**src/core/fpu_port_pkg.sv**
```systemverilog
// shared constants and types for the fpu operand/result port
package fpu_port_pkg;
   localparam int unsigned OP_W = 8;
   localparam int unsigned DATA_W = 32;
   localparam int unsigned FMT_W = 3;
   // load format codes carried on the command
   localparam logic [2:0] FMT_TWO_DOUBLES = 3'h0;
   localparam logic [2:0] FMT_TWO_SINGLES = 3'h1;
   localparam logic [2:0] FMT_ONE_LONG = 3'h2;
   localparam logic [2:0] FMT_ONE_DOUBLE = 3'h3;
   localparam logic [2:0] FMT_ONE_INT = 3'h4;
   localparam logic [2:0] FMT_ONE_SINGLE = 3'h5;
   // command byte layout: [7] result is two words, [6:4] op, [2:0] format
   localparam int unsigned OP_WIDE_BIT = 7;
   localparam int unsigned OP_KIND_LSB = 4;
   localparam logic [2:0] KIND_ADD = 3'h0;
   localparam logic [2:0] KIND_SUB = 3'h1;
   localparam logic [2:0] KIND_MOVE = 3'h2;
   localparam logic [7:0] CMD_DOUBLE_SUBTRACT = 8'h90;
   // compute latency of the stand-in datapath, in cycles
   localparam logic [3:0] CALC_CYCLES = 4'h4;
   localparam logic [3:0] CNT_RESET = 4'h0;
   localparam logic [31:0] WORD_RESET = 32'h0;

   typedef enum logic [3:0] {
      ST_IDLE, ST_LOAD0, ST_LOAD1, ST_CALC, ST_OUT0, ST_OUT1, ST_GAP
   } port_state_e;

   function automatic logic cmd_legal(input logic [7:0] op);
      cmd_legal = (op[2:0] <= FMT_ONE_SINGLE) && (op[3] == 1'b0)
         && (op[6:4] <= KIND_MOVE);
   endfunction

   function automatic logic fmt_two_cycle(input logic [2:0] fmt);
      fmt_two_cycle = (fmt == FMT_TWO_DOUBLES);
   endfunction
endpackage

```
**src/core/fpu_port_if.sv**
```systemverilog
// interface joining the pipeline end and the fpu end
`timescale 1ns/1ps
interface fpu_port_if;
   logic [7:0] op_cmd;
   logic op_valid;
   logic [31:0] a_bus;
   logic [31:0] b_bus;
   logic [31:0] result_bus;
   logic busy_n;
   logic kill;
   logic hold;
   logic powerdown;
   modport fpu (input op_cmd, op_valid, a_bus, b_bus, kill, hold, powerdown,
      output result_bus, busy_n);
   modport pipe (output op_cmd, op_valid, a_bus, b_bus, kill, hold,
      powerdown, input result_bus, busy_n);
endinterface

```
**src/core/fpu_port_dev.sv**
```systemverilog
// fpu end of the operand-load and result-return port
// Overview of operation
// - operands load from A/B buses by format
// - valid command, then cycle 0, maybe 1
// - two doubles: high words, then low
// - single-cycle formats have no cycle 1
// - B bus is the second operand, or the low word of a one-long or one-double operand
// - busy low from next cycle to output
// - unit pushes results when done, unrequested
// - ignore commands busy, after busy, first out
// - result low word first, high second
// - kill ends transaction next cycle, idle
// - hold freezes and repeats current cycle
// - hold honoured always, kill overrides
// - command counts when valid and legal
// - pipeline stalls after op reading top
// - powerdown shuts the microcode roms
// - result one cycle after busy deasserts
// - idle keeps all state unchanged except the rom enable, which follows powerdown
`timescale 1ns/1ps
module fpu_port_dev
   import fpu_port_pkg::*;
(
   input wire logic clk, // core clock
   input wire logic reset_n, // synchronous reset, active low
   fpu_port_if.fpu port, // link to the pipeline
   output logic rom_enable // microcode roms powered
);
   // ************************************************************
   // state
   // ************************************************************
   port_state_e state_r, state_nxt;
   logic [7:0] cmd_r, cmd_nxt;
   logic [63:0] opa_r, opa_nxt;
   logic [63:0] opb_r, opb_nxt;
   logic [63:0] res_r, res_nxt;
   logic [3:0] cnt_r, cnt_nxt;
   logic busy_n_r, busy_n_nxt;
   logic [31:0] out_r, out_nxt;
   logic rom_en_r, rom_en_nxt;
   logic [63:0] calc_res;
   logic take;

   fpu_calc_unit u_calc (
      .kind(cmd_r[6:4]),
      .opa(opa_r),
      .opb(opb_r),
      .res(calc_res)
   );

   // ************************************************************
   // command acceptance
   // ************************************************************
   // only plain idle accepts: busy, the cycle busy rises, the gap
   // after a one-word result and the first of two words all refuse
   always_comb begin
      take = 1'b0;
      if (port.op_valid && cmd_legal(port.op_cmd)) begin
         take = (state_r == ST_IDLE);
      end
   end

   // ************************************************************
   // control: state, cycle count, busy
   // ************************************************************
   always_comb begin
      state_nxt = state_r;
      cnt_nxt = cnt_r;
      busy_n_nxt = busy_n_r;
      if (port.kill) begin
         state_nxt = ST_IDLE;
         busy_n_nxt = 1'b1;
      end else if (port.hold) begin
         state_nxt = state_r;
      end else begin
         unique case (state_r)
            ST_IDLE, ST_OUT1, ST_GAP: begin
               state_nxt = ST_IDLE;
               if (take) begin
                  state_nxt = ST_LOAD0;
                  busy_n_nxt = 1'b0;
               end
            end
            ST_LOAD0: begin
               cnt_nxt = CNT_RESET;
               state_nxt = fmt_two_cycle(cmd_r[2:0]) ? ST_LOAD1 : ST_CALC;
            end
            ST_LOAD1: begin
               state_nxt = ST_CALC;
            end
            ST_CALC: begin
               cnt_nxt = cnt_r + 4'h1;
               if (cnt_r == CALC_CYCLES - 4'h1) begin
                  busy_n_nxt = 1'b1;
                  state_nxt = ST_OUT0;
               end
            end
            ST_OUT0: begin
               // a one-word result still passes a refusing gap cycle
               state_nxt = cmd_r[OP_WIDE_BIT] ? ST_OUT1 : ST_GAP;
            end
         endcase
      end
      if (!reset_n) begin
         state_nxt = ST_IDLE;
         cnt_nxt = CNT_RESET;
         busy_n_nxt = 1'b1;
      end
   end

   always_ff @(posedge clk) begin
      state_r <= state_nxt;
      cnt_r <= cnt_nxt;
      busy_n_r <= busy_n_nxt;
   end

   // ************************************************************
   // datapath: command, operands, result
   // ************************************************************
   always_comb begin
      cmd_nxt = cmd_r;
      opa_nxt = opa_r;
      opb_nxt = opb_r;
      res_nxt = res_r;
      if (!port.kill && !port.hold) begin
         if (take) begin
            cmd_nxt = port.op_cmd;
         end
         if (state_r == ST_LOAD0) begin
            unique case (cmd_r[2:0])
               FMT_TWO_DOUBLES: begin
                  opa_nxt = {port.a_bus, WORD_RESET};
                  opb_nxt = {port.b_bus, WORD_RESET};
               end
               FMT_TWO_SINGLES: begin
                  opa_nxt = {WORD_RESET, port.a_bus};
                  opb_nxt = {WORD_RESET, port.b_bus};
               end
               FMT_ONE_LONG, FMT_ONE_DOUBLE: begin
                  opa_nxt = {port.a_bus, port.b_bus};
                  opb_nxt = {WORD_RESET, WORD_RESET};
               end
               default: begin
                  opa_nxt = {WORD_RESET, port.a_bus};
                  opb_nxt = {WORD_RESET, WORD_RESET};
               end
            endcase
         end
         if (state_r == ST_LOAD1) begin
            opa_nxt = {opa_r[63:32], port.a_bus};
            opb_nxt = {opb_r[63:32], port.b_bus};
         end
         if (state_r == ST_CALC && cnt_r == CALC_CYCLES - 4'h1) begin
            res_nxt = calc_res;
         end
      end
      if (!reset_n) begin
         cmd_nxt = 8'h00;
      end
   end

   always_ff @(posedge clk) begin
      cmd_r <= cmd_nxt;
      opa_r <= opa_nxt;
      opb_r <= opb_nxt;
      res_r <= res_nxt;
   end

   // ************************************************************
   // result words
   // ************************************************************
   always_comb begin
      out_nxt = out_r;
      if (!port.kill && !port.hold) begin
         if (state_r == ST_OUT0) begin
            out_nxt = res_r[31:0];
         end
         if (state_r == ST_OUT1) begin
            out_nxt = res_r[63:32];
         end
      end
      if (!reset_n) begin
         out_nxt = WORD_RESET;
      end
   end

   always_ff @(posedge clk) begin
      out_r <= out_nxt;
   end

   // ************************************************************
   // microcode rom power
   // ************************************************************
   always_comb begin
      rom_en_nxt = !port.powerdown;
      if (!reset_n) begin
         rom_en_nxt = 1'b0;
      end
   end

   always_ff @(posedge clk) begin
      rom_en_r <= rom_en_nxt;
   end

   assign port.busy_n = busy_n_r;
   assign port.result_bus = out_r;
   assign rom_enable = rom_en_r;
endmodule

```
**src/core/fpu_calc_unit.sv**
```systemverilog
// stand-in 64-bit arithmetic for the fpu port (integer add/sub/move)
`timescale 1ns/1ps
module fpu_calc_unit
   import fpu_port_pkg::*;
(
   input wire logic [2:0] kind, // operation kind
   input wire logic [63:0] opa, // first operand
   input wire logic [63:0] opb, // second operand
   output logic [63:0] res // result
);
   always_comb begin
      unique case (kind)
         KIND_ADD: res = opa + opb;
         KIND_SUB: res = opa - opb;
         default: res = opa;
      endcase
   end
endmodule

```
**src/flat_wrapper.sv**
```systemverilog
// flat-port wrapper written by rule: the top's interface ports become plain ports
module fpu_port_dev_flat import fpu_port_pkg::*;
  (clk, reset_n, rom_enable, port_op_cmd, port_op_valid, port_a_bus, port_b_bus, port_kill, port_hold, port_powerdown, port_result_bus, port_busy_n);
  fpu_port_if port_i ();
  input wire logic clk;
  input wire logic reset_n;
  output logic rom_enable;
  input wire logic [$bits(port_i.op_cmd)-1:0] port_op_cmd;
  input wire logic [$bits(port_i.op_valid)-1:0] port_op_valid;
  input wire logic [$bits(port_i.a_bus)-1:0] port_a_bus;
  input wire logic [$bits(port_i.b_bus)-1:0] port_b_bus;
  input wire logic [$bits(port_i.kill)-1:0] port_kill;
  input wire logic [$bits(port_i.hold)-1:0] port_hold;
  input wire logic [$bits(port_i.powerdown)-1:0] port_powerdown;
  output wire logic [$bits(port_i.result_bus)-1:0] port_result_bus;
  output wire logic [$bits(port_i.busy_n)-1:0] port_busy_n;
  assign port_i.op_cmd = port_op_cmd;
  assign port_i.op_valid = port_op_valid;
  assign port_i.a_bus = port_a_bus;
  assign port_i.b_bus = port_b_bus;
  assign port_i.kill = port_kill;
  assign port_i.hold = port_hold;
  assign port_i.powerdown = port_powerdown;
  assign port_result_bus = port_i.result_bus;
  assign port_busy_n = port_i.busy_n;
  fpu_port_dev u_core (.clk(clk), .reset_n(reset_n), .port(port_i), .rom_enable(rom_enable));
endmodule
```
**config.mk**
```make
export PLATFORM = sky130hd
export DESIGN_NAME = fpu_port_dev_flat
export DESIGN_NICKNAME = d
export VERILOG_FILES = /design/src/core/fpu_port_pkg.sv /design/src/core/fpu_port_if.sv /design/src/core/fpu_port_dev.sv /design/src/core/fpu_calc_unit.sv /design/src/flat_wrapper.sv
export SDC_FILE = /design/constraint.sdc
export NUM_CORES = 1
export LEC_CHECK = 0
export BUFFER_PORTS_ARGS = -buffer_cell sky130_fd_sc_hd__buf_2
export CAP_MARGIN = 20
export CORE_UTILIZATION = 45
export CTS_BUF_LIST = sky130_fd_sc_hd__clkbuf_4 sky130_fd_sc_hd__clkbuf_8 sky130_fd_sc_hd__clkbuf_16
export CTS_CLUSTER_DIAMETER = 40
export CTS_CLUSTER_SIZE = 30
export DETAILED_ROUTE_END_ITERATION = 10
export GPL_ROUTABILITY_DRIVEN = 0
export PLACE_DENSITY = 0.73
export REMOVE_ABC_BUFFERS = 1
export SYNTH_ARGS = -nofsm -noshare
export SYNTH_HDL_FRONTEND = slang
export SYNTH_HIERARCHICAL = 1
export SYNTH_SLANG_ARGS = --single-unit
```
**constraint.sdc**
```tcl
create_clock -name clk -period 13.05 [get_ports clk]
set_input_delay 0.6525 -clock clk [delete_from_list [all_inputs] [get_ports clk]]
set_output_delay 0.6525 -clock clk [all_outputs]
set_load 0.03 [all_outputs]
```
* After elaboration in Yosys (flattened, before gate mapping) *
Cells that the tools add are included.

operators by class
  add/sub/neg operators = 3
  $lt $le $gt $ge = 2
  eq/ne operators = 13
  muxes and demuxes = 19
  bitwise gates (word level) = 5
  reduce and logical (&&, ||, !) cells = 26

operator list
  kind                                                                      number
  64-bit one-hot mux with 2 select lines                                    3
  32-bit 2-to-1 mux                                                         6
  64-bit adder                                                              1
  64-bit subtractor                                                         1
  4-bit one-hot mux with 5 select lines                                     1
  4-bit by 2-bit equality test with 1-bit output (second input constant)    3
  4-bit by 3-bit equality test with 1-bit output (second input constant)    3
  2-bit AND reduction                                                       5
  4-bit one-hot mux with 2 select lines                                     1
  2-bit nonzero test                                                        4
  3-bit by 1-bit equality test with 1-bit output (second input constant)    2
  3-bit by 2-bit equality test with 1-bit output (second input constant)    2
  3-bit logical NOT                                                         2
  3-bit AND reduction                                                       2
  1-bit logical AND                                                         5
  1-bit 2-to-1 mux                                                          5
  1-bit inverter                                                            5
  4-bit by 1-bit adder with 4-bit output (second input constant)            1
  4-bit by 1-bit equality test with 1-bit output (second input constant)    1
  4-bit logical NOT                                                         1
  4-bit 2-to-1 mux                                                          1
  2-bit by 1-bit inequality test with 1-bit output (second input constant)  2
  4-bit AND reduction                                                       1
  2-bit OR reduction                                                        2
  6 further kinds                                                           8

storage, ports and cells
  flip-flop bits (word level) = 242
  input port bits = 78
  output and inout port bits = 34

* Depth between registers and ports, before layout *
  depth after elaboration = 7
  mapped depth = 22
  depth with buffers taken out = 21

* Modules after synthesis *
The synthesis kept the hierarchy.

modules (own cells, without submodules)
  module         times used  cells an instance  area an instance (sq um)  seq. area each (sq um)
  fpu_port_dev   1           590                8893.5                    6726.5
  fpu_calc_unit  1           874                5605.4                    0.0

* Least setup slack after synthesis *
Ideal clock, no wire load.

  path type = input -> register
  start point = in port_hold
  end point = reg u_core.opa_r[0] (enable)
  setup time = 0.829 ns
  arrival = 10.873 ns
  required time = 12.221 ns
  path slack = 1.347 ns
  stages = 2
  cells stage by stage = clkbuf_1 a2111oi_0

on the way
  cells in the longest elaborated chain, start to end = 3

RTL lines
  item                           line                 RTL
  from (decl)                    flat_wrapper.sv:13   input wire logic [$bits(port_i.hold)-1:0] port_hold;
  1-bit logical NOT              fpu_port_dev.sv:125  if (!port.kill && !port.hold) begin
  1-bit logical AND              fpu_port_dev.sv:125
  2-bit AND reduction (no line)  --
  to (signal assigned)           fpu_port_dev.sv:164  opa_r <= opa_nxt;
  to (decl)                      fpu_port_dev.sv:34   logic [63:0] opa_r, opa_nxt;

No other way between the ends.
A chain may end at the register's enable or synchronous reset.

* Worst setup path in the final report *
  start point = reg u_core.opb_r[5]
  end point = reg u_core.res_r[60], data pin

on the way
  cells in the longest elaborated chain, start to end = 2
  elaborated cells between the ends (all ways) = 3
  those cells by class = add/sub (2); mux (1)

RTL lines
  item                                                      line                                      RTL
  from (decl)                                               fpu_port_dev.sv:35                        logic [63:0] opb_r, opb_nxt;
  from (signal assigned)                                    fpu_port_dev.sv:165                       opb_r <= opb_nxt;
  64-bit subtractor / 64-bit adder (equally long branches)  fpu_calc_unit.sv:14, fpu_calc_unit.sv:13
  64-bit one-hot mux with 2 select lines (*)                fpu_calc_unit.sv:12                       unique case (kind)
  net u_core.calc_res[60]                                   fpu_port_dev.sv:41                        logic [63:0] calc_res;
  to (signal assigned)                                      fpu_port_dev.sv:166                       res_r <= res_nxt;
  to (decl)                                                 fpu_port_dev.sv:36                        logic [63:0] res_r, res_nxt;

The timed path passes the listed nets; every way through them passes the cells marked *.

==> flow_summary.yaml <==
worst_setup_path:
  cp_data_arrival_time_ns: 6.25
  setup.worst_path.end_class: "register"
  worstPathMaxFanout: 6
  cp.buffers_inverters: 0
  path_class: "reg -> reg"
  cp_top_family: "compound AO/OA/AOI/OAI gates"
  reg2reg_depth: 15
  r2r-start: "u_core/opb_r[5]"
  crit_top_cell: "o41ai_1"
  worst_r2r_endpoint: "u_core/res_r[60]"
  reg2reg_slack_ns: 7.08
  path_cells: "or3_1, nor4b_4, nand2_1, o41ai_1, xor2_1, ha_1, and2_1, nand3_1, nor3_1, a41oi_1, o41ai_1, a211oi_1, o41ai_1, xnor2_1, o21ai_1"
  crit_required_ns: 13.32
  crit_slowest_cell: "o41ai_1"
  cpPeakStageDelay_ns: 0.79
  startpoint_type: "register"
clock_tree:
  path_clk_slew_ns: 0.06
  post-cts-setup-buffers: 0
  cts_buffer_depth: 3
  htree_levels: 1
  numCtsBuffers: 31
  clock-root-buffer: "clkbuf_16"
  cts_tree: "built"
  cts_hold_buf: 0
  clk_latency_ns: 0.56
  cts_resized: 0
  clock-sinks: 240
drt:
  via_per_inst: 6.030
  dr.pass1.iters: 8
  ant_nets: 0
  via_count: 11874
  wl_per_cell_um: 20.52
  drc: 0
  finalWirelength_um: 40410
  drt_iter0_markers: 1162
final_layout:
  fin_nets: 1687
  n_antenna_cell: 0
  fin_cells: 1969
  fin_area_sq_mm: 0.01656
  drive_gt1_share_pct: 13.66
  final_util_pct: 52.36
  synthToLayoutAreaGrowth_pct: 14.25
  fillers: 2822
grt:
  grt_pass1_vias: 11325
  grtUsageMet2_pct: 39.72
  grt_max_degree: 91
  antenna_found_initial: 1
  grt_usage_pct: 24.23
  grt_use_met1_pct: 33.12
  grt-busiest-layer: "met2"
  grtUsageMet3_pct: 3.349
  gr-total-overflow: 0
  grt_first_pass_wirelength_um: 62780
floorplan:
  dieWidth_um: 181.5
  core_sq_mm: 0.03164
  start_util_pct: 45.83
  io_pins: 112
  die_area_sq_mm: 0.03294
  die_h_um: 181.5
  num_rows: 65
synth:
  ys_ff_latch: 240
  syn_inst: 1464
  yosysUniqueCellTypes: 70
  yosysMostFrequentCell: "edfxtp_1"
  synth.area.top_cells: "edfxtp_1 40%, dfxtp_1 6.6%, ha_1 5.6%"
  synth_area_sq_mm: 0.01450
  synth-edff-count: 192
  synthDominantCellAreaShare_pct: 39.77
  synth_area_per_cell_sq_um: 9.904
  synthFlopType: "edfxtp_1"
  yosysTopAreaCell: "edfxtp_1"
  yosysSeqAreaShare_pct: 46.39
  synth.top_cells.by_count: "192 x edfxtp_1, 169 x nand2_1, 89 x o21ai_0"
  async_flop_share_pct: 0
  ys_warn_count: 6
sta:
  rsz0062_at_grt: "false"
  slew_viol_final: 0
  layout_setup_ws_ns: 7.077
  max_slew_margin_pct: 37.07
  hold_viol: 0
  whs_ns: 0.2563
  finalCritPeriodShare_pct: 45.77
  max_freq_mhz: 167.4
  min_period_ns: 5.973
  finClkSkew_ns: 0.01829
  worstMarginPinSlew_ns: 0.9440
  setup_viol: 0
  finalSetupTns_ns: 0
flow_run:
  cap_violations: 0
place:
  io_buffers: 111
  pre_cts_slack_ns: 7.050
  placedCellCount: 1910
  dpl_cell_area_sq_mm: 0.01542
  dp_hpwl_um: 28480
power:
  power_density_mw_per_mm2: 110.7
  ir_worst_vdd_v: 0.00008721
  total_power_mw: 1.834
  power_leakage_nw: 6.115
min_path:
  hold-path-endpoint: "u_core/rom_enable"
  hp-start: "port_powerdown"
  hp-class: "in -> reg"
  min_path_cells: 2
status:
  status: "completed"
[how the worst max path moves through the flow]
stage | start | endpoint | slack (ns) | depth (start not counted)
6_report | u_core/opb_r[5] | u_core/res_r[60] | 7.08 | 15
4_1_cts | u_core/opb_r[5] | u_core/res_r[60] | 7.02 | 15
5_1_grt | u_core/opb_r[2] | u_core/res_r[60] | 6.81 | 15
2_1_floorplan | port_hold | u_core/opa_r[0] | 1.62 | 1
3_3_place_gp | u_core/opb_r[5] | u_core/res_r[63] | 7.33 | 19
3_5_place_dp | u_core/opb_r[5] | u_core/res_r[60] | 7.05 | 14
[worst reg2reg max path, delay by kind of cell, from the launching register on]
| kind | cells | cell delay, ns |
|---|---|---|
| xor gates and xnor gates | 2 | 0.30 |
| adders and majority gates | 1 | 0.42 |
| AOI/OAI and AO/OA | 6 | 2.56 |
| DFF | 1 | 0.42 |
| and+or+nand+nor | 6 | 2.00 |
[sequential cells by signal, indices dropped and copies added (netlist names)]
| signal | count |
|---|---|
| u_core/opa_r | 64 |
| u_core/opb_r | 64 |
| u_core/res_r | 64 |
| u_core/port.result_bus | 32 |
| u_core/cmd_r | 7 |
| u_core/cnt_r | 4 |
| u_core/state_r | 3 |
| u_core/port.busy_n | 1 |
| u_core/rom_enable | 1 |
[cell families (layout without fill, tap and decap cells)]
group	count (synthesis)	in the layout	share of synthesized area (%)
AOI/OAI and AO/OA	451	451	20.68
xor gates and xnor gates	115	115	6.947
adders and majority gates	66	66	5.747
buffers and inverters	110	213	2.943
DFF	240	240	46.39
muxes	1	1	0.06904
and+or+nand+nor	481	481	17.22
[placed cells by master (no fill, tap or decap), types with 52 or more instances in the layout]
cell and instances:
edfxtp_1 192, nand2_1 169, buf_2 111, o21ai_0 89, a21oi_1 83, and2_1 69
ha_1 65, xor2_1 63, nor2_1 59, xnor2_1 52
[final cells by class]
| class | count | area (sq um) | share of cell area, % |
|---|---|---|---|
| flip-flops and latches | 240 | 6726 | 40.61 |
| repair buffers | 128 | 703.2 | 4.245 |
| multi-input cells | 1114 | 7416 | 44.77 |
| clock inverters | 21 | 291.5 | 1.760 |
| inverters | 28 | 105.1 | 0.6345 |
| clock buffers | 36 | 819.5 | 4.948 |
| well taps | 402 | 503.0 | 3.036 |
[report_power, final]
part	total, mW	leakage (nW)	switching, mW	internal (mW)
clock network	0.893	0.540	0.351	0.542
logic	0.107	3.42	0.0626	0.0449
registers	0.834	2.16	0.00447	0.829
total	1.83	6.11	0.418	1.42
[per-layer routing]
metal / wire length [um] / vias to the layer above
met2: 18660 / 520
met4: 1190 / 0
met3: 2940 / 94
li1: - / 5601
met5: 0 / -
met1: 17620 / 5659
No activity file was read; power rests on OpenSTA's default activity.
